==> src/hw/irq_timer_pkg.sv <==
package irq_timer_pkg;

  localparam int INSTR_W = 10;
  localparam int ACC_W = 4;
  localparam int CTL_W = 4;
  localparam int TCC_W = 2;

  // instruction codes
  localparam logic [9:0] CODE_IRQ_MASK = 10'h004;
  localparam logic [9:0] CODE_IRQ_UNMASK = 10'h005;
  localparam logic [9:0] CODE_SKIP_EXT = 10'h038;
  localparam logic [9:0] CODE_SKIP_PIN = 10'h03a;
  localparam logic [9:0] CODE_RD_IC_A = 10'h054;
  localparam logic [9:0] CODE_WR_IC_A = 10'h03f;
  localparam logic [9:0] CODE_RD_IC_B = 10'h253;
  localparam logic [9:0] CODE_WR_IC_B = 10'h217;
  localparam logic [9:0] CODE_SKIP_TA = 10'h280;
  localparam logic [9:0] CODE_SKIP_TB = 10'h281;
  localparam logic [9:0] CODE_RD_TC_A = 10'h24b;
  localparam logic [9:0] CODE_WR_TC_A = 10'h20e;
  localparam logic [9:0] CODE_RD_TC_B = 10'h24c;
  localparam logic [9:0] CODE_WR_TC_B = 10'h20f;
  localparam logic [9:0] CODE_RD_TC_C = 10'h24d;
  localparam logic [9:0] CODE_WR_TC_C = 10'h210;

  localparam int PIN_LEVEL_SELECT_BIT = 2;

  // apb register byte offsets
  localparam logic [7:0] OFF_CONTROL = 8'h00;
  localparam logic [7:0] OFF_STATE = 8'h04;
  localparam logic [7:0] OFF_CTL_VIEW = 8'h08;
  localparam logic [7:0] OFF_IRQ_STATUS = 8'h0c;
  localparam logic [7:0] OFF_IRQ_MASK = 8'h10;

  // control register
  localparam int CONTROL_EXEC_EN_BIT = 0;
  localparam logic CONTROL_EXEC_EN_RST = 1'b1;

  // state register fields
  localparam int STATE_GIE_BIT = 0;
  localparam int STATE_EXT_BIT = 1;
  localparam int STATE_TA_BIT = 2;
  localparam int STATE_TB_BIT = 3;
  localparam int STATE_PIN_BIT = 4;
  localparam int STATE_SKIP_PEND_BIT = 5;

  // irq status and mask layout
  localparam int EVT_N = 3;
  localparam int EVT_SKIP_TAKEN = 0;
  localparam int EVT_SUPPRESSED = 1;
  localparam int EVT_GIE_CHANGE = 2;
  localparam logic [EVT_N-1:0] IRQ_MASK_RST = 3'h0;

  localparam logic [3:0] CTL_RST = 4'h0;
  localparam logic [1:0] TCC_RST = 2'h0;

  typedef enum {
    OP_NONE, OP_IRQ_MASK, OP_IRQ_UNMASK, OP_SKIP_EXT, OP_SKIP_PIN,
    OP_RD_IC_A, OP_WR_IC_A, OP_RD_IC_B, OP_WR_IC_B, OP_SKIP_TA, OP_SKIP_TB,
    OP_RD_TC_A, OP_WR_TC_A, OP_RD_TC_B, OP_WR_TC_B, OP_RD_TC_C, OP_WR_TC_C
  } op_t;

  typedef struct packed {
    logic [1:0] timer_control_c;
    logic [3:0] timer_control_b;
    logic [3:0] timer_control_a;
    logic [3:0] irq_control_b;
    logic [3:0] irq_control_a;
  } ctl_regs_t;

  typedef struct packed {
    logic [3:0] wmask;
    logic [3:0] wdata;
    logic wr;
  } acc_wr_t;

endpackage

==> src/hw/irq_timer_ctrl_instr_exec.sv <==
// The APB slave port and the address map were left to the implementer.
`timescale 1ns/1ps
// Behaviour
// [RL1] code 004 clears global interrupt enable
// [RL2] code 005 sets global interrupt enable
// [RL3] code 038 skips on external flag, clears it
// [RL4] code 03A skips on pin level, polarity selectable
// [RL5] code 054 copies irq control a to accumulator
// [RL6] code 03F loads irq control a from accumulator
// [RL7] code 253 copies irq control b to accumulator
// [RL8] code 217 loads irq control b from accumulator
// [RL9] code 280 skips on timer a flag, clears it
// [RL10] code 281 skips on timer b flag, clears it
// [RL11] code 24B copies timer control a to accumulator
// [RL12] code 20E loads timer control a from accumulator
// [RL13] code 24C copies timer control b to accumulator
// [RL14] code 20F loads timer control b from accumulator
// [RL15] code 24D copies timer control c to bits 1..0
// [RL16] code 210 loads timer control c from bits 1..0
// [RL17] skipped instruction is fetched but changes nothing
// [RL18] skip flagged with test, flag cleared only on skip
module irq_timer_ctrl_instr_exec (
  input wire logic core_clk, // core instruction clock
  input wire logic rst, // synchronous reset, active high
  input wire logic instr_valid, // one instruction offered this cycle
  input wire logic [irq_timer_pkg::INSTR_W-1:0] instr, // instruction code
  input wire logic [irq_timer_pkg::ACC_W-1:0] acc_in, // accumulator contents
  input wire logic ext_request_set, // external request event pulse
  input wire logic timer_a_set, // timer a underflow pulse
  input wire logic timer_b_set, // timer b event pulse
  input wire logic ext_pin, // external request pin, asynchronous
  output irq_timer_pkg::acc_wr_t acc_wr, // accumulator write request
  output logic skip_req, // skip request toward sequencer
  output logic irq_global_enable, // global interrupt enable
  output logic ext_request_flag, // external request flag
  output logic timer_a_flag, // timer a flag
  output logic timer_b_flag, // timer b flag
  output irq_timer_pkg::ctl_regs_t ctl_regs, // control registers
  input wire logic psel, // apb select
  input wire logic penable, // apb enable
  input wire logic pwrite, // apb direction
  input wire logic [7:0] paddr, // apb byte address
  input wire logic [31:0] pwdata, // apb write data
  output logic [31:0] prdata, // apb read data
  output logic pready, // apb ready
  output logic pslverr, // apb error on unmapped address
  output logic irq // level interrupt
);
  import irq_timer_pkg::*;

  op_t op;
  logic ex;
  logic exec_en_q;
  logic skip_pend_q;
  logic skip_d;
  logic pin_s1_q, pin_s2_q, pin_s3_q, pin_lvl_q;
  logic gie_q, ext_q, ta_q, tb_q;
  ctl_regs_t ctl_q;
  acc_wr_t acc_q;
  logic skip_q;
  logic [EVT_N-1:0] status_q, mask_q, evt;
  logic [31:0] prdata_q;
  logic pready_q, pslverr_q, irq_q;
  logic apb_wr, apb_setup, addr_ok;

  // an instruction executes unless disabled or under a pending skip
  assign ex = instr_valid & exec_en_q & ~skip_pend_q; // RL17

  always_comb begin
    case (instr)
      CODE_IRQ_MASK: op = OP_IRQ_MASK;
      CODE_IRQ_UNMASK: op = OP_IRQ_UNMASK;
      CODE_SKIP_EXT: op = OP_SKIP_EXT;
      CODE_SKIP_PIN: op = OP_SKIP_PIN;
      CODE_RD_IC_A: op = OP_RD_IC_A;
      CODE_WR_IC_A: op = OP_WR_IC_A;
      CODE_RD_IC_B: op = OP_RD_IC_B;
      CODE_WR_IC_B: op = OP_WR_IC_B;
      CODE_SKIP_TA: op = OP_SKIP_TA;
      CODE_SKIP_TB: op = OP_SKIP_TB;
      CODE_RD_TC_A: op = OP_RD_TC_A;
      CODE_WR_TC_A: op = OP_WR_TC_A;
      CODE_RD_TC_B: op = OP_RD_TC_B;
      CODE_WR_TC_B: op = OP_WR_TC_B;
      CODE_RD_TC_C: op = OP_RD_TC_C;
      CODE_WR_TC_C: op = OP_WR_TC_C;
      default: op = OP_NONE;
    endcase
  end

  // skip decision taken in the decode cycle
  always_comb begin
    skip_d = 1'b0;
    if (ex) begin
      case (op)
        OP_SKIP_EXT: skip_d = ext_q; // RL3
        OP_SKIP_PIN: skip_d = (pin_lvl_q == ctl_q.irq_control_b[PIN_LEVEL_SELECT_BIT]); // RL4
        OP_SKIP_TA: skip_d = ta_q; // RL9
        OP_SKIP_TB: skip_d = tb_q; // RL10
        default: skip_d = 1'b0;
      endcase
    end
  end

  // pin synchroniser; level changes once stages two and three agree
  always_ff @(posedge core_clk) begin
    if (rst) begin
      pin_s1_q <= 1'b0;
      pin_s2_q <= 1'b0;
      pin_s3_q <= 1'b0;
      pin_lvl_q <= 1'b0;
    end else begin
      pin_s1_q <= ext_pin;
      pin_s2_q <= pin_s1_q;
      pin_s3_q <= pin_s2_q;
      if (pin_s2_q == pin_s3_q) begin
        pin_lvl_q <= pin_s3_q;
      end
    end
  end

  always_ff @(posedge core_clk) begin
    if (rst) begin
      gie_q <= 1'b0;
    end else if (ex && op == OP_IRQ_MASK) begin
      gie_q <= 1'b0; // RL1
    end else if (ex && op == OP_IRQ_UNMASK) begin
      gie_q <= 1'b1; // RL2
    end
  end

  // event flags: a new event wins over a clear in the same cycle
  always_ff @(posedge core_clk) begin
    if (rst) begin
      ext_q <= 1'b0;
      ta_q <= 1'b0;
      tb_q <= 1'b0;
    end else begin
      if (ext_request_set) begin
        ext_q <= 1'b1;
      end else if (skip_d && op == OP_SKIP_EXT) begin
        ext_q <= 1'b0; // RL3 RL18
      end
      if (timer_a_set) begin
        ta_q <= 1'b1;
      end else if (skip_d && op == OP_SKIP_TA) begin
        ta_q <= 1'b0; // RL9 RL18
      end
      if (timer_b_set) begin
        tb_q <= 1'b1;
      end else if (skip_d && op == OP_SKIP_TB) begin
        tb_q <= 1'b0; // RL10 RL18
      end
    end
  end

  always_ff @(posedge core_clk) begin
    if (rst) begin
      skip_q <= 1'b0;
      skip_pend_q <= 1'b0;
    end else begin
      skip_q <= skip_d; // RL18
      if (skip_d) begin
        skip_pend_q <= 1'b1;
      end else if (instr_valid) begin
        skip_pend_q <= 1'b0; // RL17
      end
    end
  end

  always_ff @(posedge core_clk) begin
    if (rst) begin
      ctl_q <= '{timer_control_c: TCC_RST, timer_control_b: CTL_RST, timer_control_a: CTL_RST,
                 irq_control_b: CTL_RST, irq_control_a: CTL_RST};
    end else if (ex) begin
      case (op)
        OP_WR_IC_A: ctl_q.irq_control_a <= acc_in; // RL6
        OP_WR_IC_B: ctl_q.irq_control_b <= acc_in; // RL8
        OP_WR_TC_A: ctl_q.timer_control_a <= acc_in; // RL12
        OP_WR_TC_B: ctl_q.timer_control_b <= acc_in; // RL14
        OP_WR_TC_C: ctl_q.timer_control_c <= acc_in[1:0]; // RL16
        default: ctl_q <= ctl_q;
      endcase
    end
  end

  always_ff @(posedge core_clk) begin
    if (rst) begin
      acc_q <= '0;
    end else begin
      acc_q.wr <= 1'b0;
      acc_q.wmask <= 4'hf;
      acc_q.wdata <= 4'h0;
      if (ex) begin
        case (op)
          OP_RD_IC_A: begin
            acc_q.wr <= 1'b1;
            acc_q.wdata <= ctl_q.irq_control_a; // RL5
          end
          OP_RD_IC_B: begin
            acc_q.wr <= 1'b1;
            acc_q.wdata <= ctl_q.irq_control_b; // RL7
          end
          OP_RD_TC_A: begin
            acc_q.wr <= 1'b1;
            acc_q.wdata <= ctl_q.timer_control_a; // RL11
          end
          OP_RD_TC_B: begin
            acc_q.wr <= 1'b1;
            acc_q.wdata <= ctl_q.timer_control_b; // RL13
          end
          OP_RD_TC_C: begin
            acc_q.wr <= 1'b1;
            acc_q.wmask <= 4'h3;
            acc_q.wdata <= {2'h0, ctl_q.timer_control_c}; // RL15
          end
          default: acc_q.wr <= 1'b0;
        endcase
      end
    end
  end

  // apb slave: zero wait states, answer ready in the access phase
  assign apb_setup = psel & ~penable;
  assign apb_wr = psel & penable & pwrite & pready_q;
  assign addr_ok = (paddr == OFF_CONTROL) || (paddr == OFF_STATE) || (paddr == OFF_CTL_VIEW) ||
                   (paddr == OFF_IRQ_STATUS) || (paddr == OFF_IRQ_MASK);

  always_ff @(posedge core_clk) begin
    if (rst) begin
      pready_q <= 1'b0;
      pslverr_q <= 1'b0;
      prdata_q <= 32'h0;
    end else begin
      pready_q <= apb_setup;
      pslverr_q <= apb_setup & ~addr_ok;
      prdata_q <= 32'h0;
      if (apb_setup && !pwrite) begin
        case (paddr)
          OFF_CONTROL: prdata_q[CONTROL_EXEC_EN_BIT] <= exec_en_q;
          OFF_STATE: begin
            prdata_q[STATE_GIE_BIT] <= gie_q;
            prdata_q[STATE_EXT_BIT] <= ext_q;
            prdata_q[STATE_TA_BIT] <= ta_q;
            prdata_q[STATE_TB_BIT] <= tb_q;
            prdata_q[STATE_PIN_BIT] <= pin_lvl_q;
            prdata_q[STATE_SKIP_PEND_BIT] <= skip_pend_q;
          end
          OFF_CTL_VIEW: prdata_q[$bits(ctl_regs_t)-1:0] <= ctl_q;
          OFF_IRQ_STATUS: prdata_q[EVT_N-1:0] <= status_q;
          OFF_IRQ_MASK: prdata_q[EVT_N-1:0] <= mask_q;
          default: prdata_q <= 32'h0;
        endcase
      end
    end
  end

  always_ff @(posedge core_clk) begin
    if (rst) begin
      exec_en_q <= CONTROL_EXEC_EN_RST;
      mask_q <= IRQ_MASK_RST;
    end else if (apb_wr) begin
      if (paddr == OFF_CONTROL) begin
        exec_en_q <= pwdata[CONTROL_EXEC_EN_BIT];
      end
      if (paddr == OFF_IRQ_MASK) begin
        mask_q <= pwdata[EVT_N-1:0];
      end
    end
  end

  assign evt[EVT_SKIP_TAKEN] = skip_d;
  assign evt[EVT_SUPPRESSED] = instr_valid & skip_pend_q;
  assign evt[EVT_GIE_CHANGE] = ex & ((op == OP_IRQ_MASK & gie_q) | (op == OP_IRQ_UNMASK & ~gie_q));

  // sticky status, write one to clear; a new event beats the clear
  always_ff @(posedge core_clk) begin
    if (rst) begin
      status_q <= '0;
      irq_q <= 1'b0;
    end else begin
      if (apb_wr && paddr == OFF_IRQ_STATUS) begin
        status_q <= (status_q & ~pwdata[EVT_N-1:0]) | evt;
      end else begin
        status_q <= status_q | evt;
      end
      irq_q <= |((status_q | evt) & mask_q);
    end
  end

  assign acc_wr = acc_q;
  assign skip_req = skip_q;
  assign irq_global_enable = gie_q;
  assign ext_request_flag = ext_q;
  assign timer_a_flag = ta_q;
  assign timer_b_flag = tb_q;
  assign ctl_regs = ctl_q;
  assign prdata = prdata_q;
  assign pready = pready_q;
  assign pslverr = pslverr_q;
  assign irq = irq_q;
endmodule

==> config.mk <==
export PLATFORM = sky130hd
export DESIGN_NAME = irq_timer_ctrl_instr_exec
export DESIGN_NICKNAME = d
export VERILOG_FILES = /design/src/hw/irq_timer_pkg.sv /design/src/hw/irq_timer_ctrl_instr_exec.sv
export SDC_FILE = /design/constraint.sdc
export NUM_CORES = 1
export LEC_CHECK = 0
export BUFFER_PORTS_ARGS = -buffer_cell sky130_fd_sc_hd__buf_4
export CAP_MARGIN = 20
export CORE_ASPECT_RATIO = 1.25
export CORE_MARGIN = 5
export CORE_UTILIZATION = 30
export DETAILED_ROUTE_END_ITERATION = 7
export GPL_TIMING_DRIVEN = 1
export REMOVE_ABC_BUFFERS = 1
export SLEW_MARGIN = 20
export SYNTH_ARGS = -nofsm -noshare
export SYNTH_HDL_FRONTEND = slang
export SYNTH_SLANG_ARGS = --single-unit
==> constraint.sdc <==
create_clock -name core_clk -period 4.4 [get_ports core_clk]
set_clock_uncertainty 0.1 [all_clocks]
set_input_delay 0.66 -clock core_clk [delete_from_list [all_inputs] [get_ports core_clk]]
set_output_delay 0.66 -clock core_clk [all_outputs]
set_load 0.05 [all_outputs]
==> impl_metrics.ini, run 1 <==
[cts]
cts_resized = 0
clkSinkCount = 63
clk_pin_slew_ns = 0.05
cts_hold_buffers = 0
htreeDepth = 3
cts_tree = done
cts-buffers-inserted = 9
cts_setup_buffers = 0
insertion_delay_ns = 0.33
root_buffer = clkbuf_16
ctsLongestPathBuffers = 2

[floorplanning]
start_util_pct = 30.5
pin_count = 131
rows = 42
core-area_um2 = 10500
dieHeight_um = 126
chipWidth_um = 102
die-area_um2 = 12900

[setup_path]
cp-end-kind = flip-flop
critPathKind = in -> reg
worst_path_largest_cell_delay_ns = 0.66
crit_path_start = instr[2]
cp_slowest_cell = or4b_1
ff2ff_setup_slack_ns = 2.28
cpLargestDelayFamily = simple AND/OR/NAND/NOR gates
rr_worst_depth = 5
worst-path-stages = 7
crit_end = ctl_regs[6]
r2r_start = skip_pend_q
crit_chain = buf_4 > or4b_1 > nor3_1 > or3_1 > nor3b_2 > and2_1 > mux2i_1
path_buf_inv = 1
arrival_ns = 2.88
startpoint_type = input port
crit_fanout = 15
timing.rr.end = ctl_regs[6]
required_ns = 4.55

[power_and_ir_drop]
powerDensity_nw_per_um2 = 337
ir_drop_uv = 138
p_leak_nw = 1.73

[global_routing]
grt_overflow = 0
antenna_found_initial = 0
grt_pass1_vias = 2824
track_usage_pct = 14.1
grt_max_degree = 25
grt_pass1_wl_mm = 14.2

[placement]
dp.final_hpwl_mm = 6.98
gp_congestion = 0.854
io_buffers = 87

[finish]
post-route-util_pct = 39.4
antennaDiodeCount = 0
fin_nets = 499
drive_gt1_share_pct = 29.2
area_delta_synth_final_pct = 29.2
multiInputGateArea_um2 = 1750
seq_area_um2 = 1260
nFillCells = 1089

[timing]
finalHoldViolations = 0
rsz0062_at_grt = no
fmax_mhz = 366
finalSetupViolCount = 0
slew_headroom_pct = 46.6
fin_crit_sh_pct = 62.1
finalCriticalPeriod_ns = 2.73
max_slew.worst_pin.slew_ns = 0.789
setup_total_negative_slack_ns = 0
drv_slew = 0

[synth]
ys_top_cells_by_count = 63 x dfxtp_1, 32 x nand2_1, 25 x nor2_1, 20 x buf_4, 18 x mux2i_1
yosysTopAreaCell = dfxtp_1
netlist.area_leader.share_pct = 39.3
synth_area_leaders = dfxtp_1 39%, mux2i_1 5.6%, buf_4 4.7%, nand2_1 3.7%, a22oi_1 3.5%
yosysMostFrequentCell = dfxtp_1
ys_types = 61
syn_area_per_cell_um2 = 8.96
async_flop_share_pct = 0
ys_seq_elements = 63
ys_warn_count = 0
synth_cells = 358
syn_area_um2 = 3210
synth_edf_count = 0
seq_area_frac_synth_pct = 39.3
ys.flop_type = dfxtp_1

[route]
drt_iter0_drc = 181
drt_wl_total_mm = 9.14
num_vias = 2946
drc = 0
viasPerCell = 5.16
wl_per_cell_um = 16.0
ant_nets = 0
drt_first_pass_iters = 4

[job]
maxCapViolations = 0

[hold_path]
hold_class = reg -> reg

[outcome]
status = finished, final reports clean
==> routing by layer <==
layer | vias up | track usage, % | share of wire, %
li1 | 1427 | - | -
met1 | 1409 | 16.7 | 40
met2 | 91 | 23.5 | 51
met3 | 19 | 2.62 | 6.5
met4 | 0 | 7.64 | 2.6
met5 | - | 0 | 0
==> report_power, final <==
group | internal, mW | switching [mW] | total [mW]
clock network | 0.433 | 0.239 | 0.672
registers | 0.576 | 0.00456 | 0.581
logic | 0.0460 | 0.0975 | 0.144
==> flip-flops by register name (all words and copies together), names as in the netlist, 3 cells and up <==
name / cells
mask_q: 3
status_q: 3
ctl_regs: 18
prdata: 18
acc_wr: 7
==> worst min path at each step <==
stage | from | to | cells after the start
CTS | pin_s3_q | pin_lvl_q | 2
detailed placement | pin_s1_q | pin_s2_q | 1
global route | pin_s1_q | pin_s2_q | 1
floorplan | pin_s1_q | pin_s2_q | 1
finish | pin_s3_q | pin_lvl_q | 2
global placement | pin_s3_q | pin_lvl_q | 2
==> metrics by stage <==
stage	cell area, um^2	hold WS (ns)	cells	setup slack [ns]	total power, mW
floorplan	3040	0.314	336	1.84	0.671
global placement	3860	0.339	556	1.38	0.734
detailed placement	3860	0.359	556	1.35	0.735
CTS	4140	0.369	571	1.68	1.40
global route	4140	0.377	571	1.50	1.44
finish	4140	0.370	571	1.67	1.40
==> area by class of cell <==
cell class	instances	share of cell area, %
tap	132	3.99
clock inverter	4	1.15
inverter	7	0.634
timing repair buffer	88	15.9
clock buffer	11	5.62
multi-input combinational	266	42.2
sequential	63	30.4
==> worst min-delay path, cell delays in order, from the launching register on <==
cell and delay [ns]:
dfxtp_1 0.29, o21ai_0 0.06, a21oi_1 0.06
==> cell usage in the layout (no fill, tap or decap), drive strengths merged, types with 5 or more instances in the layout <==
master  Yosys  final
or4b        6      6
nand4b      5      5
inv         7      7
nor3       15     15
nand2b      6      6
mux2i      18     18
a22oi      15     15
nor2b       8      8
or3         6      6
or2         5      5
buf        24     88
nand3       8      8
or4         5      5
clkbuf     11     11
dfxtp      63     63
mux2        6      6
conb        1     14
o21ai      10     10
nor4        7      7
nand2      33     33
and2       14     14
nor2       25     25
a21oi      15     15
==> cell families (layout without fill, tap and decap cells) <==
family / after synthesis / in the layout / share of synthesized area (%)
AND/OR/NAND/NOR: 161 / 161 / 30.0
flip-flops: 63 / 63 / 39.3
AO/OA/AOI/OAI: 61 / 61 / 13.1
buffers and inverters: 42 / 110 / 7.61
multiplexers: 25 / 25 / 8.43
XOR/XNOR: 5 / 5 / 1.37
other: 1 / 14 / 0.117
(Power assumes the default switching activity.)
==> run 2: changes to the inputs <==
Clock period 4.4 ns to 2.55 ns, I/O delays scaled along.
==> impl_metrics.ini, run 2 (synthesis gave the netlist of run 1 again) <==
[power_and_ir_drop]
power_mw = 2.42
p_leak_nw = 1.94
cell_internal_pwr_mw = 1.82
seq_power_share_pct = 41.4
powerDensity_nw_per_um2 = 543
ir_drop_uv = 264
p_clk_share_pct = 47.3
p_sw_share_pct = 24.7
power.switching_uw = 598
power_frac_comb_pct = 11.3

[finish]
layout_commonest_cell = buf_4
drive_gt1_share_pct = 35.6
nFillCells = 1064
instances_no_fill = 612
fin_nets = 540
area_delta_synth_final_pct = 38.9
final_cell_mix = 129 x buf_4, 63 x dfxtp_1, 32 x nand2_1
final_area_um2 = 4460
antennaDiodeCount = 0

[setup_path]
required_ns = 2.70
cp-end-kind = flip-flop
critPathKind = in -> reg
r2r_start = skip_pend_q
rr_worst_depth = 6
crit_fanout = 7
arrival_ns = 2.50
timing.rr.end = ctl_regs[5]
ff2ff_setup_slack_ns = 0.54
startpoint_type = input port

[global_routing]
grt_pass1_wl_mm = 15.0
track_usage_pct = 14.8
antenna_found_initial = 0
grt_pass1_vias = 3022
grt_overflow = 0
grt_max_degree = 25

[placement]
io_buffers = 87
gp_congestion = 0.877
place_area_um2 = 4170
dp.final_hpwl_mm = 7.51
dp_cells = 597

[route]
wl_per_cell_um = 15.7
viasPerCell = 5.07
drt_wl_total_mm = 9.63
num_vias = 3102
ant_nets = 0
drt_first_pass_iters = 5
drc = 0
drt_iter0_drc = 133

[cts]
cts_setup_buffers = 0
cts_resized = 0
cts_tree = done
root_buffer = clkbuf_16
htreeDepth = 3
clkSinkCount = 63
cts-buffers-inserted = 9
cts_hold_buffers = 0
ctsLongestPathBuffers = 2
clk_pin_slew_ns = 0.05
insertion_delay_ns = 0.32

[hold_path]
min_to = ext_request_flag
hold_depth = 3
hp-start = ext_request_set
hold_class = in -> reg

[floorplanning]
core-area_um2 = 10500
start_util_pct = 30.5
die-area_um2 = 12900
pin_count = 131
dieHeight_um = 126
rows = 42
chipWidth_um = 102

[timing]
finalSetupViolCount = 0
finalCriticalPeriod_ns = 2.35
fin_crit_sh_pct = 92.2
fmax_mhz = 425
finalHoldViolations = 0
timing.hold.ws_ns = 0.163
drv_slew = 0
max_slew.worst_pin.slew_ns = 0.607
slew_headroom_pct = 59.5
rsz0062_at_grt = no

[job]
maxCapViolations = 0

[outcome]
status = finished, final reports clean
## run 2: cell types whose count changed in the layout (fill, tap and decap cells not counted)
cell,change
buf_4,+41
clkbuf_1,-2
bufinv_16,-1
clkbuf_8,+3
## run 2: cell type report
type | count | area (um^2) | area share, %
inverter | 7 | 26.3 | 0.590
tap | 132 | 165 | 3.71
clock inverter | 3 | 17.5 | 0.393
sequential | 63 | 1260 | 28.3
timing repair buffer | 129 | 968 | 21.7
clock buffer | 12 | 267 | 5.98
multi-input combinational | 266 | 1750 | 39.3
## run 2: worst max path at each step
| stage | start | endpoint | slack (ns) |
|---|---|---|---|
| after floorplan | instr[1] | status_q[0] | 0.27 |
| after global placement | instr[2] | ctl_regs[4] | -0.10 |
| after detailed placement | instr[2] | ctl_regs[4] | -0.12 |
| after CTS | instr[2] | ctl_regs[5] | 0.19 |
| after global routing | instr[2] | ctl_regs[7] | 0.04 |
| final | instr[2] | ctl_regs[5] | 0.20 |
## run 2: worst max-delay path, stage by stage
cell and delay [ns]:
buf_4 0.13, or4b_1 0.66, nor3_1 0.31, or3_1 0.21, nor3b_2 0.27, and2_1 0.22
buf_4 0.14, mux2i_1 0.18
## run 2: stage by stage
stage	utilization (%)	setup TNS, ns	setup WS [ns]
floorplan	-	0	0.271
global placement	39.7	-0.699	-0.101
detailed placement	39.7	-0.956	-0.117
CTS	42.4	0	0.186
global route	42.4	0	0.0358
finish	42.4	0	0.199
## run 2: per-layer routing
layer	up-vias	global-route usage [%]	part of all wire, %	routed length, um
met5	-	0	0	0
met4	0	5.79	1.9	181
met3	13	3.29	4.9	474
met2	92	25.5	51	4940
met1	1494	17.5	42	4040
li1	1503	-	-	-
## run 2: power by group through the flow
stage               logic (mW)  registers (mW)  clock network, mW
floorplan                0.110            1.05                  0
global placement         0.268            1.02                  0
detailed placement       0.271            1.02                  0
CTS                      0.272            1.00               1.16
global route             0.291            1.00               1.21
finish                   0.274            1.00               1.14
